--- config.mk ---
export PLATFORM = sky130hd
export DESIGN_NAME = rx_status_regs
export DESIGN_NICKNAME = d
export VERILOG_FILES = /design/src/hdl/key_list_mem.v /design/src/hdl/level_sync.v /design/src/hdl/rx_status_regs.v
export VERILOG_INCLUDE_DIRS = /design/src /design/src/inc
export SDC_FILE = /design/constraint.sdc
export NUM_CORES = 1
export LEC_CHECK = 0
export ABC_CLOCK_PERIOD_IN_PS = 8250
export BUFFER_PORTS_ARGS = -buffer_cell sky130_fd_sc_hd__buf_2
export CORE_UTILIZATION = 65
export CTS_BUF_LIST = sky130_fd_sc_hd__clkbuf_16
export DETAILED_ROUTE_END_ITERATION = 6
export GPL_TIMING_DRIVEN = 1
export PLACE_DENSITY = 0.82
export SETUP_SLACK_MARGIN = 0.1
export SLEW_MARGIN = 20
export SYNTH_ARGS = -nofsm -noshare
export SYNTH_HDL_FRONTEND = slang
export SYNTH_SLANG_ARGS = --single-unit
--- constraint.sdc ---
create_clock -name clk -period 8.25 [get_ports clk]
set_input_delay 1.2375 -clock clk [delete_from_list [all_inputs] [get_ports clk]]
set_output_delay 1.2375 -clock clk [all_outputs]
set_load 0.02 [all_outputs]
--- src/inc/rx_status_map.vh ---
`ifndef RX_STATUS_MAP_VH
`define RX_STATUS_MAP_VH

// Register offsets
`define ADDR_TX_KEY3 8'h93
`define ADDR_TX_KEY4 8'h94
`define ADDR_CAPS 8'ha0
`define ADDR_TOPO_LO 8'ha1
`define ADDR_TOPO_HI 8'ha2
`define ADDR_KEY_LIST 8'ha3
`define ADDR_EVT_STATUS 8'ha4
`define ADDR_EVT_MASK 8'ha5

// Reset values
`define RST_TX_KEY 8'h00
`define RST_CAPS 8'h00
`define RST_TOPO 8'h00
`define RST_EVT_MASK 8'h00

// Capability field positions and the implemented bits
`define CAPS_REPEATER 6
`define CAPS_LIST_READY 5
`define CAPS_FAST_2W 4
`define CAPS_ENH_SIGNAL 1
`define CAPS_QUICK_REAUTH 0
`define CAPS_USED_MASK 8'h73

// Topology field positions and limits
`define TOPO_DEV_ERR 7
`define TOPO_CASC_ERR 3
`define CASC_MAX 4'h7
`define MAX_DEVS 7'd25

// Key list storage
`define KEY_LIST_AW 7
`define KEY_LIST_BYTES 128

// Event bits of the status and mask registers
`define EVT_CAPS 0
`define EVT_TOPO 1
`define EVT_LIST_READY 2
`define EVT_TOPO_ERR 3
`define EVT_LIST_OVF 4
`define EVT_KEY_READY 5
`define EVT_USED_MASK 8'h3f
`endif

--- src/hdl/key_list_mem.v ---
`timescale 1ns/10ps
`include "rx_status_map.vh"
module key_list_mem (
   input wire clk,
   input wire srst,
   input wire ce,
   input wire clr,
   input wire wr,
   input wire [7:0] wr_data,
   input wire rd,
   output wire [7:0] rd_data,
   output wire empty,
   output reg overflow
);
   reg [7:0] mem [0:`KEY_LIST_BYTES-1];
   reg [`KEY_LIST_AW-1:0] wr_ptr_r;
   reg [`KEY_LIST_AW-1:0] rd_ptr_r;
   reg [`KEY_LIST_AW:0] count_r;
   wire full;
   wire do_wr;
   wire do_rd;

   assign full = (count_r == {1'b1, {`KEY_LIST_AW{1'b0}}});
   assign empty = (count_r == {(`KEY_LIST_AW+1){1'b0}});
   assign do_wr = wr & ~full;
   assign do_rd = rd & ~empty;
   // Head byte, zero once drained
   assign rd_data = empty ? 8'h00 : mem[rd_ptr_r];

   // Storage array, written by the link side
   always @(posedge clk) begin
      if (ce && do_wr && !clr) begin
         mem[wr_ptr_r] <= wr_data;
      end
   end

   // Pointers and fill level; clear restarts a new list
   always @(posedge clk) begin
      if (srst) begin
         wr_ptr_r <= {`KEY_LIST_AW{1'b0}};
         rd_ptr_r <= {`KEY_LIST_AW{1'b0}};
         count_r <= {(`KEY_LIST_AW+1){1'b0}};
         overflow <= 1'b0;
      end else if (ce) begin
         overflow <= wr & full & ~clr;
         if (clr) begin
            wr_ptr_r <= {`KEY_LIST_AW{1'b0}};
            rd_ptr_r <= {`KEY_LIST_AW{1'b0}};
            count_r <= {(`KEY_LIST_AW+1){1'b0}};
         end else begin
            if (do_wr) begin
               wr_ptr_r <= wr_ptr_r + 1'b1;
            end
            if (do_rd) begin
               rd_ptr_r <= rd_ptr_r + 1'b1;
            end
            if (do_wr && !do_rd) begin
               count_r <= count_r + 1'b1;
            end else if (do_rd && !do_wr) begin
               count_r <= count_r - 1'b1;
            end
         end
      end
   end
endmodule // key_list_mem

--- src/hdl/level_sync.v ---
`timescale 1ns/10ps
module level_sync (
   input wire clk,
   input wire srst,
   input wire ce,
   input wire din,
   output wire dout
);
   reg meta_r;
   reg sync_r;

   // Two flops; only the second is read
   always @(posedge clk) begin
      if (srst) begin
         meta_r <= 1'b0;
         sync_r <= 1'b0;
      end else if (ce) begin
         meta_r <= din;
         sync_r <= meta_r;
      end
   end

   assign dout = sync_r;
endmodule // level_sync

--- src/hdl/rx_status_regs.v ---
`timescale 1ns/10ps
`include "rx_status_map.vh"
module rx_status_regs (
   input wire clk,
   input wire srst,
   input wire ce,
   // Register port
   input wire [7:0] reg_addr,
   input wire [7:0] reg_wdata,
   input wire reg_wr,
   input wire reg_rd,
   output reg [7:0] reg_rdata,
   output reg irq,
   // Receiver key vector ready, arrives from outside this clock
   input wire rx_key_ready,
   // Transmitter key bytes from the key store
   input wire tx_key_load,
   input wire [7:0] tx_key_byte3_in,
   input wire [7:0] tx_key_byte4_in,
   // Capability byte relayed over the link
   input wire caps_load,
   input wire [7:0] caps_in,
   // Topology status relayed over the link
   input wire topo_load,
   input wire [6:0] device_count_in,
   input wire device_limit_in,
   input wire [3:0] cascade_depth_in,
   input wire cascade_limit_in,
   // Key list bytes relayed over the link
   input wire list_clear,
   input wire list_wr,
   input wire [7:0] list_wr_data
);
   // Stored status
   reg [7:0] tx_key3_r;
   reg [7:0] tx_key4_r;
   reg [7:0] caps_r;
   reg dev_err_r;
   reg [6:0] dev_count_r;
   reg casc_err_r;
   reg [2:0] casc_depth_r;

   // Event machinery
   reg [7:0] evt_status_r;
   reg [7:0] evt_status_nxt;
   reg [7:0] evt_mask_r;
   reg [7:0] evt_mask_nxt;
   reg [7:0] evt_set;
   reg key_ready_d_r;

   // Read path
   reg [7:0] rdata_nxt;
   reg list_pop;

   // Topology and capability next values
   reg dev_err_nxt;
   reg [6:0] dev_count_nxt;
   reg casc_err_nxt;
   reg [2:0] casc_depth_nxt;
   reg [7:0] caps_nxt;

   wire key_ready_s;
   wire [7:0] list_head;
   wire list_empty;
   wire list_ovf;
   wire repeater_seen;
   wire [7:0] caps_view;
   wire [7:0] topo_lo_view;
   wire [7:0] topo_hi_view;

   // Ready flag from another domain
   level_sync u_key_ready_sync (
      .clk(clk),
      .srst(srst),
      .ce(ce),
      .din(rx_key_ready),
      .dout(key_ready_s)
   );

   // Key list storage behind the list port
   key_list_mem u_key_list (
      .clk(clk),
      .srst(srst),
      .ce(ce),
      .clr(list_clear),
      .wr(list_wr),
      .wr_data(list_wr_data),
      .rd(list_pop),
      .rd_data(list_head),
      .empty(list_empty),
      .overflow(list_ovf)
   );

   // Transmitter key bytes 3 and 4, loaded from the key store
   always @(posedge clk) begin
      if (srst) begin
         tx_key3_r <= `RST_TX_KEY;
         tx_key4_r <= `RST_TX_KEY;
      end else if (ce && tx_key_load) begin
         tx_key3_r <= tx_key_byte3_in;
         tx_key4_r <= tx_key_byte4_in;
      end
   end

   // Capability byte: only implemented bits are kept
   always @* begin
      caps_nxt = caps_r;
      if (caps_load) begin
         caps_nxt[`CAPS_REPEATER] = caps_in[`CAPS_REPEATER];
         caps_nxt[`CAPS_LIST_READY] = caps_in[`CAPS_LIST_READY];
         // Kept for software only, the link carries control traffic
         caps_nxt[`CAPS_FAST_2W] = caps_in[`CAPS_FAST_2W];
         caps_nxt[`CAPS_ENH_SIGNAL] = caps_in[`CAPS_ENH_SIGNAL];
         caps_nxt[`CAPS_QUICK_REAUTH] = caps_in[`CAPS_QUICK_REAUTH];
         caps_nxt = caps_nxt & `CAPS_USED_MASK;
      end
   end

   always @(posedge clk) begin
      if (srst) begin
         caps_r <= `RST_CAPS;
      end else if (ce) begin
         caps_r <= caps_nxt;
      end
   end

   // Repeater flag as it stands after a capability load in this cycle
   assign repeater_seen = caps_nxt[`CAPS_REPEATER];

   // Topology checks done on the incoming values
   always @* begin
      dev_err_nxt = dev_err_r;
      dev_count_nxt = dev_count_r;
      casc_err_nxt = casc_err_r;
      casc_depth_nxt = casc_depth_r;
      if (topo_load) begin
         // Error on relayed flag or a count beyond the list depth
         dev_err_nxt = device_limit_in | (device_count_in > `MAX_DEVS);
         // A plain receiver reports no downstream devices
         dev_count_nxt = repeater_seen ? device_count_in : 7'h00;
         casc_err_nxt = cascade_limit_in | (cascade_depth_in > `CASC_MAX);
         if (cascade_depth_in > `CASC_MAX) begin
            casc_depth_nxt = 3'h7;
         end else begin
            casc_depth_nxt = cascade_depth_in[2:0];
         end
      end else if (caps_load && !repeater_seen) begin
         dev_count_nxt = 7'h00;
      end
   end

   always @(posedge clk) begin
      if (srst) begin
         dev_err_r <= 1'b0;
         dev_count_r <= 7'h00;
         casc_err_r <= 1'b0;
         casc_depth_r <= 3'h0;
      end else if (ce) begin
         dev_err_r <= dev_err_nxt;
         dev_count_r <= dev_count_nxt;
         casc_err_r <= casc_err_nxt;
         casc_depth_r <= casc_depth_nxt;
      end
   end

   // Register views; reserved bits read zero
   assign caps_view = {1'b0,
      caps_r[`CAPS_REPEATER] & key_ready_s,
      caps_r[`CAPS_LIST_READY],
      caps_r[`CAPS_FAST_2W],
      2'b00,
      caps_r[`CAPS_ENH_SIGNAL],
      caps_r[`CAPS_QUICK_REAUTH]};
   assign topo_lo_view = {dev_err_r, dev_count_r};
   assign topo_hi_view = {4'h0, casc_err_r, casc_depth_r};

   // Read decode; unmapped offsets return zero
   always @* begin
      rdata_nxt = 8'h00;
      list_pop = 1'b0;
      if (reg_rd) begin
         case (reg_addr)
            `ADDR_TX_KEY3: begin
               rdata_nxt = tx_key3_r;
            end
            `ADDR_TX_KEY4: begin
               rdata_nxt = tx_key4_r;
            end
            `ADDR_CAPS: begin
               rdata_nxt = caps_view;
            end
            `ADDR_TOPO_LO: begin
               rdata_nxt = topo_lo_view;
            end
            `ADDR_TOPO_HI: begin
               rdata_nxt = topo_hi_view;
            end
            `ADDR_KEY_LIST: begin
               rdata_nxt = list_head;
               list_pop = ~list_empty;
            end
            `ADDR_EVT_STATUS: begin
               rdata_nxt = evt_status_r;
            end
            `ADDR_EVT_MASK: begin
               rdata_nxt = evt_mask_r;
            end
            default: begin
               rdata_nxt = 8'h00;
            end
         endcase
      end
   end

   always @(posedge clk) begin
      if (srst) begin
         reg_rdata <= 8'h00;
      end else if (ce) begin
         reg_rdata <= rdata_nxt;
      end
   end

   // Edge memory for the synchronised ready flag
   always @(posedge clk) begin
      if (srst) begin
         key_ready_d_r <= 1'b0;
      end else if (ce) begin
         key_ready_d_r <= key_ready_s;
      end
   end

   // Events raised by status changes
   always @* begin
      evt_set = 8'h00;
      evt_set[`EVT_CAPS] = caps_load;
      evt_set[`EVT_TOPO] = topo_load;
      evt_set[`EVT_LIST_READY] = caps_nxt[`CAPS_LIST_READY]
         & ~caps_r[`CAPS_LIST_READY];
      evt_set[`EVT_TOPO_ERR] = topo_load & (dev_err_nxt | casc_err_nxt);
      evt_set[`EVT_LIST_OVF] = list_ovf;
      evt_set[`EVT_KEY_READY] = key_ready_s & ~key_ready_d_r;
   end

   // Sticky status cleared by a read, a new event wins over the clear
   always @* begin
      if (reg_rd && reg_addr == `ADDR_EVT_STATUS) begin
         evt_status_nxt = evt_set;
      end else begin
         evt_status_nxt = evt_status_r | evt_set;
      end
   end

   // Mask is the only writable register; all others ignore writes
   always @* begin
      evt_mask_nxt = evt_mask_r;
      if (reg_wr && reg_addr == `ADDR_EVT_MASK) begin
         evt_mask_nxt = reg_wdata & `EVT_USED_MASK;
      end
   end

   always @(posedge clk) begin
      if (srst) begin
         evt_status_r <= 8'h00;
         evt_mask_r <= `RST_EVT_MASK;
         irq <= 1'b0;
      end else if (ce) begin
         evt_status_r <= evt_status_nxt;
         evt_mask_r <= evt_mask_nxt;
         irq <= |(evt_status_nxt & evt_mask_nxt);
      end
   end
endmodule // rx_status_regs

Word-level counts from Yosys, hierarchy flattened --
Memory sizes are Yosys's and may differ from the RTL's. A register that Yosys moved wholly into a read port is not among the register bits. Cells that the tools add are included. W data, S select, Z words.
Storage, ports and cells: bits in latches 0, output and inout bits 9, register bits 84, RAM bits 1024, bits of input ports 72, memories kept 1, ROM bits 0, logic and storage cells 102
Operators by class: add/sub/neg operators 4, equal/unequal tests 9, bitwise logic cells 18, muxes and demuxes 25, multiply operators 0, reduce and logical (&&, ||, !) cells 24, $lt $le $gt $ge 2, shift-type cells 0, divide/modulo/power cells 0
Memory list:
- u_key_list.mem | depth 128, width 8, read ports 1, clocked after Yosys merged registers in 1, wr ports 1, line key_list_mem.v:15 | reg [7:0] mem [0:`KEY_LIST_BYTES-1];
Operator list (count):
- $eq A8 B8 Y1 const B | 9
- $mux W7 | 10
- $pmux W8 S8 | 1
- $mux W8 | 7
- $add A7 B1 Y7 const B | 2
- $reduce_and A2 Y1 | 6
- $add A8 B1 Y8 const B | 1
- $and A1 B1 Y1 | 8
- $and A8 B8 Y8 | 1
- $logic_and A1 B1 Y1 | 8
- $logic_not A8 Y1 | 1
- $or A8 B6 Y8 | 1
- $reduce_or A8 Y1 | 1
- $sub A8 B1 Y8 const B | 1
- $gt A7 B5 Y1 const B | 1
- $mux W1 | 6
- $reduce_bool A2 Y1 | 3
- $not A1 Y1 | 5
- $gt A4 B3 Y1 const B | 1
- $logic_not A1 Y1 | 4
- $mux W3 | 1
- $or A1 B1 Y1 | 3
- $reduce_bool A3 Y1 | 1

Longest topological paths before layout --
Gate-level depths: netlist of the first run.
depth in word-level cells 9, depth in mapped cells 13, mapped depth without buffers 12

By module --
A second synthesis of the first run with hierarchy kept.
Unflattened totals: cells, all modules 2432, area total of the unflattened synthesis 43925.9 sq um
Modules (own cells, without submodules):
- key_list_mem | cells each 2071, instances 1, area an instance 40971.8 sq um, sequential area each 31350.1 sq um
- rx_status_regs | cells each 355, instances 1, area an instance 2886.5 sq um, sequential area each 1181.1 sq um
- level_sync | cells each 6, instances 1, area an instance 67.6 sq um, sequential area each 40.0 sq um

Worst setup path before layout of the first run --
OpenSTA, ideal clock, no wires.
kind input to register, start point in reg_addr[3], end point reg u_key_list.count_r[6], required time 8.183 ns, slack 4.419 ns, data arrival time 3.763 ns, library setup time 0.067 ns, buffers on the path 1, stages on the path 13, cell sequence clkbuf_1 -> and4bb_2 -> o2111ai_4 -> nand2_1 -> inv_1 -> fa_1 -> nor2b_1 -> o21ai_0 -> a21boi_0 -> o21ai_0 -> nand3_1 -> or3b_1 -> a21oi_2
Between the ends: cells in the longest elaborated chain, start to end 8, elaborated cells on any way between the ends 11, those cells by class eq/ne (1); mux (4); bitwise (1); reduce/logical (5)
Ends and longest elaborated chain:
- start: declaration | line rx_status_regs.v:8 | input wire [7:0] reg_addr,
- $eq A8 B8 Y1 (*) | line rx_status_regs.v:182 | case (reg_addr)
- $mux W1 (*) | line rx_status_regs.v:182
- $mux W1 (*) | line rx_status_regs.v:181 | if (reg_rd) begin
- $and A1 B1 Y1 (*) | line key_list_mem.v:26 | assign do_rd = rd & ~empty;
- $logic_not A1 Y1 | line key_list_mem.v:57 | if (do_wr && !do_rd) begin
- $logic_and A1 B1 Y1 | line key_list_mem.v:57
- $reduce_bool A3 Y1 (no line) or $mux W8 (tied branches)
- $reduce_and A2 Y1 (no line) or $mux W8 (tied branches)
- end signal: assignment | line key_list_mem.v:49 | count_r <= {(`KEY_LIST_AW+1){1'b0}};
- end signal: assignment | line key_list_mem.v:58 | count_r <= count_r + 1'b1;
- end signal: assignment | line key_list_mem.v:60 | count_r <= count_r - 1'b1;
- end: declaration | line key_list_mem.v:18 | reg [`KEY_LIST_AW:0] count_r;
Every way passes the cells marked *; elsewhere a longest branch is shown, timed or not. A chain may end at the register's enable or synchronous reset.

Worst setup path in the final report of the first run --
start point in ce, end point mem u_key_list.mem[41][3] (enable)
Between the ends: cells in the longest elaborated chain, start to end 4
Ends and longest elaborated chain:
- start: declaration | line rx_status_regs.v:6 | input wire ce,
- $logic_and A1 B1 Y1 (2 in series) | line key_list_mem.v:32 | if (ce && do_wr && !clr) begin
- $mux W1 | line key_list_mem.v:32
- $mux W1 (not written as such) | line key_list_mem.v:33 | mem[wr_ptr_r] <= wr_data;
- end: declaration | line key_list_mem.v:15
Every way passes these cells.

==> results of run 1 <==
worst register-to-register path, stage by stage (launching register included):
cell                        delay [ps]
sky130_fd_sc_hd__dfxtp_4           880
sky130_fd_sc_hd__buf_4             940
sky130_fd_sc_hd__mux4_2            460
sky130_fd_sc_hd__nand2_1           130
sky130_fd_sc_hd__a21oi_1           110
sky130_fd_sc_hd__a2111oi_0         770
sky130_fd_sc_hd__nor2_1            200
sky130_fd_sc_hd__o2111ai_1         250
sky130_fd_sc_hd__nand3_1           130
registers in the layout (all words and copies together), names as in the netlist, named ones only:
| register | flops |
|---|---|
| caps_r | 5 |
| casc_depth_r | 3 |
| casc_err_r | 1 |
| dev_count_r | 7 |
| dev_err_r | 1 |
| evt_mask_r | 8 |
| evt_status_r | 8 |
| irq | 1 |
| key_ready_d_r | 1 |
| reg_rdata | 8 |
| tx_key3_r | 8 |
| tx_key4_r | 8 |
| u_key_list.count_r | 8 |
| u_key_list.mem | 1024 |
| u_key_list.overflow | 1 |
| u_key_list.rd_ptr_r | 7 |
| u_key_list.wr_ptr_r | 7 |
| u_key_ready_sync.dout | 1 |
| u_key_ready_sync.meta_r | 1 |
worst paths after layout:
kind / from / end / slack, ps / cells after the start
hold reg to reg: tx_key4_r[0] / tx_key4_r[0] / 470 / 2
setup / recovery: ce / u_key_list.mem[41][3] / 3800 / 7
hold / removal: tx_key4_r[0] / tx_key4_r[0] / 470 / 2
setup reg to reg: flip-flop / reg_rdata[0] / 4270 / 8
cells by family after synthesis:
logic type | share of synthesized area (%)
DFF | 74.3
and+or+nand+nor | 4.27
muxes | 15.2
AOI/OAI and AO/OA | 4.14
buffers and inverters | 1.66
adders and majority gates | 0.274
xor gates and xnor gates | 0.137
area by class of cell:
type | count | area share (%)
clock inverter | 79 | 1.41
tap | 864 | 2.24
multi-input combinational | 1044 | 21.8
inverter | 12 | 0.0932
antenna | 2 | 0.0104
clock buffer | 111 | 5.75
timing repair buffer | 103 | 1.30
sequential | 1115 | 67.4
report_power, final:
group	internal, W	switching, W
sequential	0.00617	0.00000939
clock	0.00279	0.00208
combinational	0.0000444	0.000156
total	0.00901	0.00224
routing by layer:
layer / routed length [um] / vias up
met5: 25 / -
met1: 37500 / 12000
li1: - / 9551
met4: 4470 / 4
met3: 11700 / 305
met2: 53600 / 1702
through the flow:
step	area, sq um	total power, W	hold slack [ps]
2_1_floorplan	43800	0.00637	436
3_3_place_gp	44900	0.00649	448
3_5_place_dp	44900	0.00650	450
4_1_cts	48300	0.0113	465
5_1_grt	48300	0.0115	486
6_report	48300	0.0113	468
cells in the final DEF (no fill, tap or decap), types with 3 or more instances in the layout:
cell / n
sky130_fd_sc_hd__a2111oi_0: 4
sky130_fd_sc_hd__a211oi_1: 22
sky130_fd_sc_hd__a21oi_1: 69
sky130_fd_sc_hd__a221oi_1: 13
sky130_fd_sc_hd__a22o_1: 12
sky130_fd_sc_hd__a22oi_1: 48
sky130_fd_sc_hd__and2_1: 6
sky130_fd_sc_hd__and3b_1: 5
sky130_fd_sc_hd__buf_2: 67
sky130_fd_sc_hd__buf_4: 34
sky130_fd_sc_hd__bufinv_16: 12
sky130_fd_sc_hd__clkbuf_16: 111
sky130_fd_sc_hd__clkinv_1: 26
sky130_fd_sc_hd__clkinv_2: 19
sky130_fd_sc_hd__clkinvlp_4: 9
sky130_fd_sc_hd__dfxtp_1: 87
sky130_fd_sc_hd__edfxtp_1: 1024
sky130_fd_sc_hd__ha_1: 8
sky130_fd_sc_hd__inv_1: 23
sky130_fd_sc_hd__mux2i_1: 97
sky130_fd_sc_hd__mux4_2: 252
sky130_fd_sc_hd__nand2_1: 102
sky130_fd_sc_hd__nand2b_1: 4
sky130_fd_sc_hd__nand3_1: 22
sky130_fd_sc_hd__nand4_1: 7
sky130_fd_sc_hd__nor2_1: 206
sky130_fd_sc_hd__nor2b_1: 10
sky130_fd_sc_hd__nor3_1: 15
sky130_fd_sc_hd__nor4_1: 3
sky130_fd_sc_hd__o2111ai_1: 7
sky130_fd_sc_hd__o211ai_1: 10
sky130_fd_sc_hd__o21ai_0: 23
sky130_fd_sc_hd__o221ai_1: 7
sky130_fd_sc_hd__o22a_1: 3
sky130_fd_sc_hd__o22ai_1: 28
sky130_fd_sc_hd__or3_1: 4
sky130_fd_sc_hd__xor2_1: 3
==> impl_metrics.toml, run 1 <==
[run_status]
outcome = "finished with violations"
violated_checks = "design-rule violations"

[logic_synthesis]
synth_edf_count = 1024
netlist_area_sq_um = 43800
netlist.top_cell.by_area = "sky130_fd_sc_hd__edfxtp_1"
yosys.cell_types.count = 77
synth_most_common_cell = "sky130_fd_sc_hd__edfxtp_1"
synthesis.instances = 2301
ys_warn_count = 0
synth-seq-cells = 1115
ys_top_cells_by_area = "sky130_fd_sc_hd__edfxtp_1 (70%), sky130_fd_sc_hd__mux4_2 (13%), sky130_fd_sc_hd__dfxtp_1 (4.2%)"
seq_area_frac_synth_pct = 74.3
post_synth_most_frequent_cells = "sky130_fd_sc_hd__edfxtp_1 (1024), sky130_fd_sc_hd__mux4_2 (252), sky130_fd_sc_hd__nor2_1 (208)"
synth_top_cell_area_share_pct = 70.2
main_synth_ff_type = "sky130_fd_sc_hd__edfxtp_1"
postSynthNetCount = 2382
syn_avg_cell_area_sq_um = 19.0
async_reset_ff_share_pct = 0

[setup_path]
cpLargestDelayFamily = "simple AND/OR/NAND/NOR gates"
crit_type = "in2reg"
slowest_stage = "sky130_fd_sc_hd__nor2_1"
crit_path_max_fanout = 34
cp_data_arrival_time_ps = 4730
critical_path_required_ps = 8530
cp_most_frequent_cell = "sky130_fd_sc_hd__nor2_1"
crit_start_category = "primary input"
crit_path_max_incr_delay_ps = 1020
worst-path-buf-inv = 2
critical_path.cell_chain = "buf_2, inv_1, nor2_1, and2_1, nor2b_4, nand3b_2, nor2_1"
endpoint_kind = "flip-flop"

[sta]
setup_slack_ps = 3800
skew_ps = 30.2
max_slew.worst_pin.slew_ps = 1130
final-max-slew-violation-count = 0
post_route_clock_period_utilization_pct = 53.9
rsz0062_at_grt = "false"
max_clock_freq_ghz = 0.225
slew_headroom_pct = 24.6
finalSetupViolations = 0
final_period_minus_worst_setup_slack_ps = 4450
timing.final.hold_violations = 0
setup-tns-final_ps = 0

[clock_network]
htree_num_levels = 3
clk_root_buffer_cell = "sky130_fd_sc_hd__clkbuf_16"
clock_latency_on_the_worst_skew_pair_ps = 670
cts_tree = "done"
numCtsBuffers = 106
clkSlewWorstSetupHoldPaths_ps = 60
cts-hold-fix-buffers = 0
post-cts-setup-buffers = 0
clock_path_buffers = 3
clock-sinks = 1115
post_cts_resize_count = 0

[drt]
drc = 1
detailroute.via_count = 23500
wirelength_mm = 107
drtIter0Drc = 3452
route.detailed.vias_per_inst = 7.07
drt_pre_antenna_iters = 7
drt-wirelength-per-cell_um = 32.2
post_drt_antenna_nets = 0

[power_and_ir_drop]
power_leakage_nw = 14.8
power_density_nw_per_um2 = 233
peakVddDrop_uv = 154

[global_routing]
grt_max_degree = 97
global_route_met2_usage_pct = 52.2
global_route.usage.met1_pct = 42.1
grt_pass1_wl_mm = 156
first_global_vias = 23700
grt_util_all_layers_pct = 32.0
antenna_found_initial = 5
global_route.overflow_total = 0
groute.layer.met3.usage_pct = 7.45
busiest_layer = "met2"

[floorplan]
placeableCoreArea_sq_um = 66200
top_level_ports = 81
die_width_um = 262
row_count = 94
initial_core_util_pct = 66.2
die_height_um = 262
fp.dieArea_sq_um = 68500

[placement]
buffer_ports.inserted = 75
place_ws_ps = 3220
final_wtd_congestion = 0.912
dp.cells = 3138
post-dp-hpwl_mm = 59.5

[hold_path]
hold_path_class = "reg2reg"

[final_layout]
layout-area-overhead-vs-synth_pct = 10.3
instances_no_fill = 3330
multi_input_area_sq_um = 10500
final_nets = 2463
fillers = 3587
drive_above_1_share_pct = 21.7
post-route-util_pct = 73.0
layout.area.seq_sq_um = 32600

[flow_run]
drv.max_cap_violation_count = 0
No activity file was read; power rests on OpenSTA's default activity.
==> inputs of run 2 (changes only) <==
--- a/config.mk
+++ b/config.mk
@@ -6,13 +6,13 @@
 export SDC_FILE = /design/constraint.sdc
 export NUM_CORES = 1
 export LEC_CHECK = 0
-export ABC_CLOCK_PERIOD_IN_PS = 8250
+export ABC_CLOCK_PERIOD_IN_PS = 4200
 export BUFFER_PORTS_ARGS = -buffer_cell sky130_fd_sc_hd__buf_2
-export CORE_UTILIZATION = 65
+export CORE_UTILIZATION = 62
 export CTS_BUF_LIST = sky130_fd_sc_hd__clkbuf_16
 export DETAILED_ROUTE_END_ITERATION = 6
 export GPL_TIMING_DRIVEN = 1
-export PLACE_DENSITY = 0.82
+export PLACE_DENSITY = 0.79
 export SETUP_SLACK_MARGIN = 0.1
 export SLEW_MARGIN = 20
 export SYNTH_ARGS = -nofsm -noshare
==> constraint.sdc (replaced) <==
create_clock -name clk -period 4.2 [get_ports clk]
set_input_delay 0.63 -clock clk [delete_from_list [all_inputs] [get_ports clk]]
set_output_delay 0.63 -clock clk [all_outputs]
set_load 0.02 [all_outputs]
==> impl_metrics.toml, run 2 (synthesis gave the netlist of run 1 again) <==
[run_status]
outcome = "completed"

[final_layout]
regMostFlops = "u_key_list.mem"
number_of_flip_flops_under_the_largest_register_name = 1024
final_nets = 2556
post-route-util_pct = 70.1
drive_above_1_share_pct = 24.1
layout_commonest_cell = "sky130_fd_sc_hd__edfxtp_1"
mostFrequentLayoutCells = "sky130_fd_sc_hd__edfxtp_1 (1024), sky130_fd_sc_hd__mux4_2 (252), sky130_fd_sc_hd__nor2_1 (206)"
layout-area-overhead-vs-synth_pct = 12.0

[drt]
detailroute.via_count = 23600
route.detailed.vias_per_inst = 6.73
post_drt_antenna_nets = 0
drtIter0Drc = 2892
drt-wirelength-per-cell_um = 29.8
wirelength_mm = 104
drc = 0
drt_pre_antenna_iters = 6

[floorplan]
die_height_um = 268
placeableCoreArea_sq_um = 70000
initial_core_util_pct = 62.6
die_width_um = 268
fp.dieArea_sq_um = 71800
row_count = 97
top_level_ports = 81

[clock_network]
post-cts-setup-buffers = 0
clock-sinks = 1115
clock_latency_on_the_worst_skew_pair_ps = 680
clk_root_buffer_cell = "sky130_fd_sc_hd__clkbuf_16"
htree_num_levels = 3
post_cts_resize_count = 0
clkSlewWorstSetupHoldPaths_ps = 60
cts-hold-fix-buffers = 0
numCtsBuffers = 107
clock_path_buffers = 3
cts_tree = "done"

[setup_path]
crit_start_category = "flip-flop"
cp_data_arrival_time_ps = 4020
critical_path_required_ps = 4790
crit_type = "reg2reg"
crit_path_max_fanout = 8
reg2reg_depth = 11
endpoint_kind = "flip-flop"

[sta]
rsz0062_at_grt = "false"
skew_ps = 29.5
setup-tns-final_ps = 0
max_slew.worst_pin.slew_ps = 1060
post_route_clock_period_utilization_pct = 81.6
final_period_minus_worst_setup_slack_ps = 3430
max_clock_freq_ghz = 0.292
slew_headroom_pct = 29.1
timing.final.hold_violations = 0
finalSetupViolations = 0
final-max-slew-violation-count = 0

[flow_run]
drv.max_cap_violation_count = 0

[placement]
post-dp-hpwl_mm = 62.8
final_wtd_congestion = 0.947
buffer_ports.inserted = 75

[global_routing]
global_route.overflow_total = 0
grt_util_all_layers_pct = 29.6
first_global_vias = 23700
antenna_found_initial = 3
grt_max_degree = 110
grt_pass1_wl_mm = 152

[power_and_ir_drop]
power_density_nw_per_um2 = 441
peakVddDrop_uv = 394
power_leakage_nw = 15.3

[hold_path]
hold_path_class = "in2reg"
min_path_cells = 3
run 2: area by class of cell:
class	instances	area (sq um)
sequential	1115	32600
antenna	1	2.50
clock inverter	88	611
clock buffer	108	2700
timing repair buffer	195	1420
fill	4123	21000
inverter	12	45.0
multi-input combinational	1044	10500
tap	940	1180
run 2: worst paths after layout:
path,start,end,slack (ps)
worst max register to register,u_key_list.count_r[2],u_key_list.count_r[6],770
worst min-delay path,rx_key_ready,u_key_ready_sync.meta_r,190
worst max-delay path,u_key_list.count_r[2],u_key_list.count_r[6],770
worst min register to register,caps_r[1],caps_r[1],460
run 2: power by group:
| group | internal [W] | switching, W | total [W] |
|---|---|---|---|
| Clock | 0.00509 | 0.00403 | 0.00912 |
| Sequential | 0.0121 | 0.0000178 | 0.0121 |
| Combinational | 0.0000914 | 0.000299 | 0.000390 |
run 2: through the flow:
stage	std cells	setup slack [ps]	hold WS (ps)	power [W]	instance area (sq um)
floorplan	2301	977	436	0.0125	43800
global placement	3306	473	443	0.0127	45800
detailed placement	3306	453	450	0.0128	45800
CTS	3502	816	170	0.0217	49100
global route	3503	610	191	0.0222	49100
finish	3503	773	189	0.0217	49100
run 2: metal layers:
metal | track usage (%) | wire [um] | share of wire (%)
met1 | 38.5 | 37900 | 36
met2 | 48.3 | 51500 | 49
met3 | 7.34 | 10400 | 10
met4 | 12.1 | 4470 | 4.3
met5 | 0 | 13 | 0.012
run 2: worst max-delay path, stage by stage, from the launching register on:
cell and delay, ps:
sky130_fd_sc_hd__dfxtp_1 330, sky130_fd_sc_hd__or4_1 600, sky130_fd_sc_hd__o2111ai_4 290, sky130_fd_sc_hd__nand2_1 300
sky130_fd_sc_hd__ha_1 440, sky130_fd_sc_hd__nor2b_1 190, sky130_fd_sc_hd__o21ai_0 120, sky130_fd_sc_hd__a21boi_0 310
sky130_fd_sc_hd__o21ai_0 160, sky130_fd_sc_hd__nand3_1 100, sky130_fd_sc_hd__or3b_1 370, sky130_fd_sc_hd__a21oi_2 140
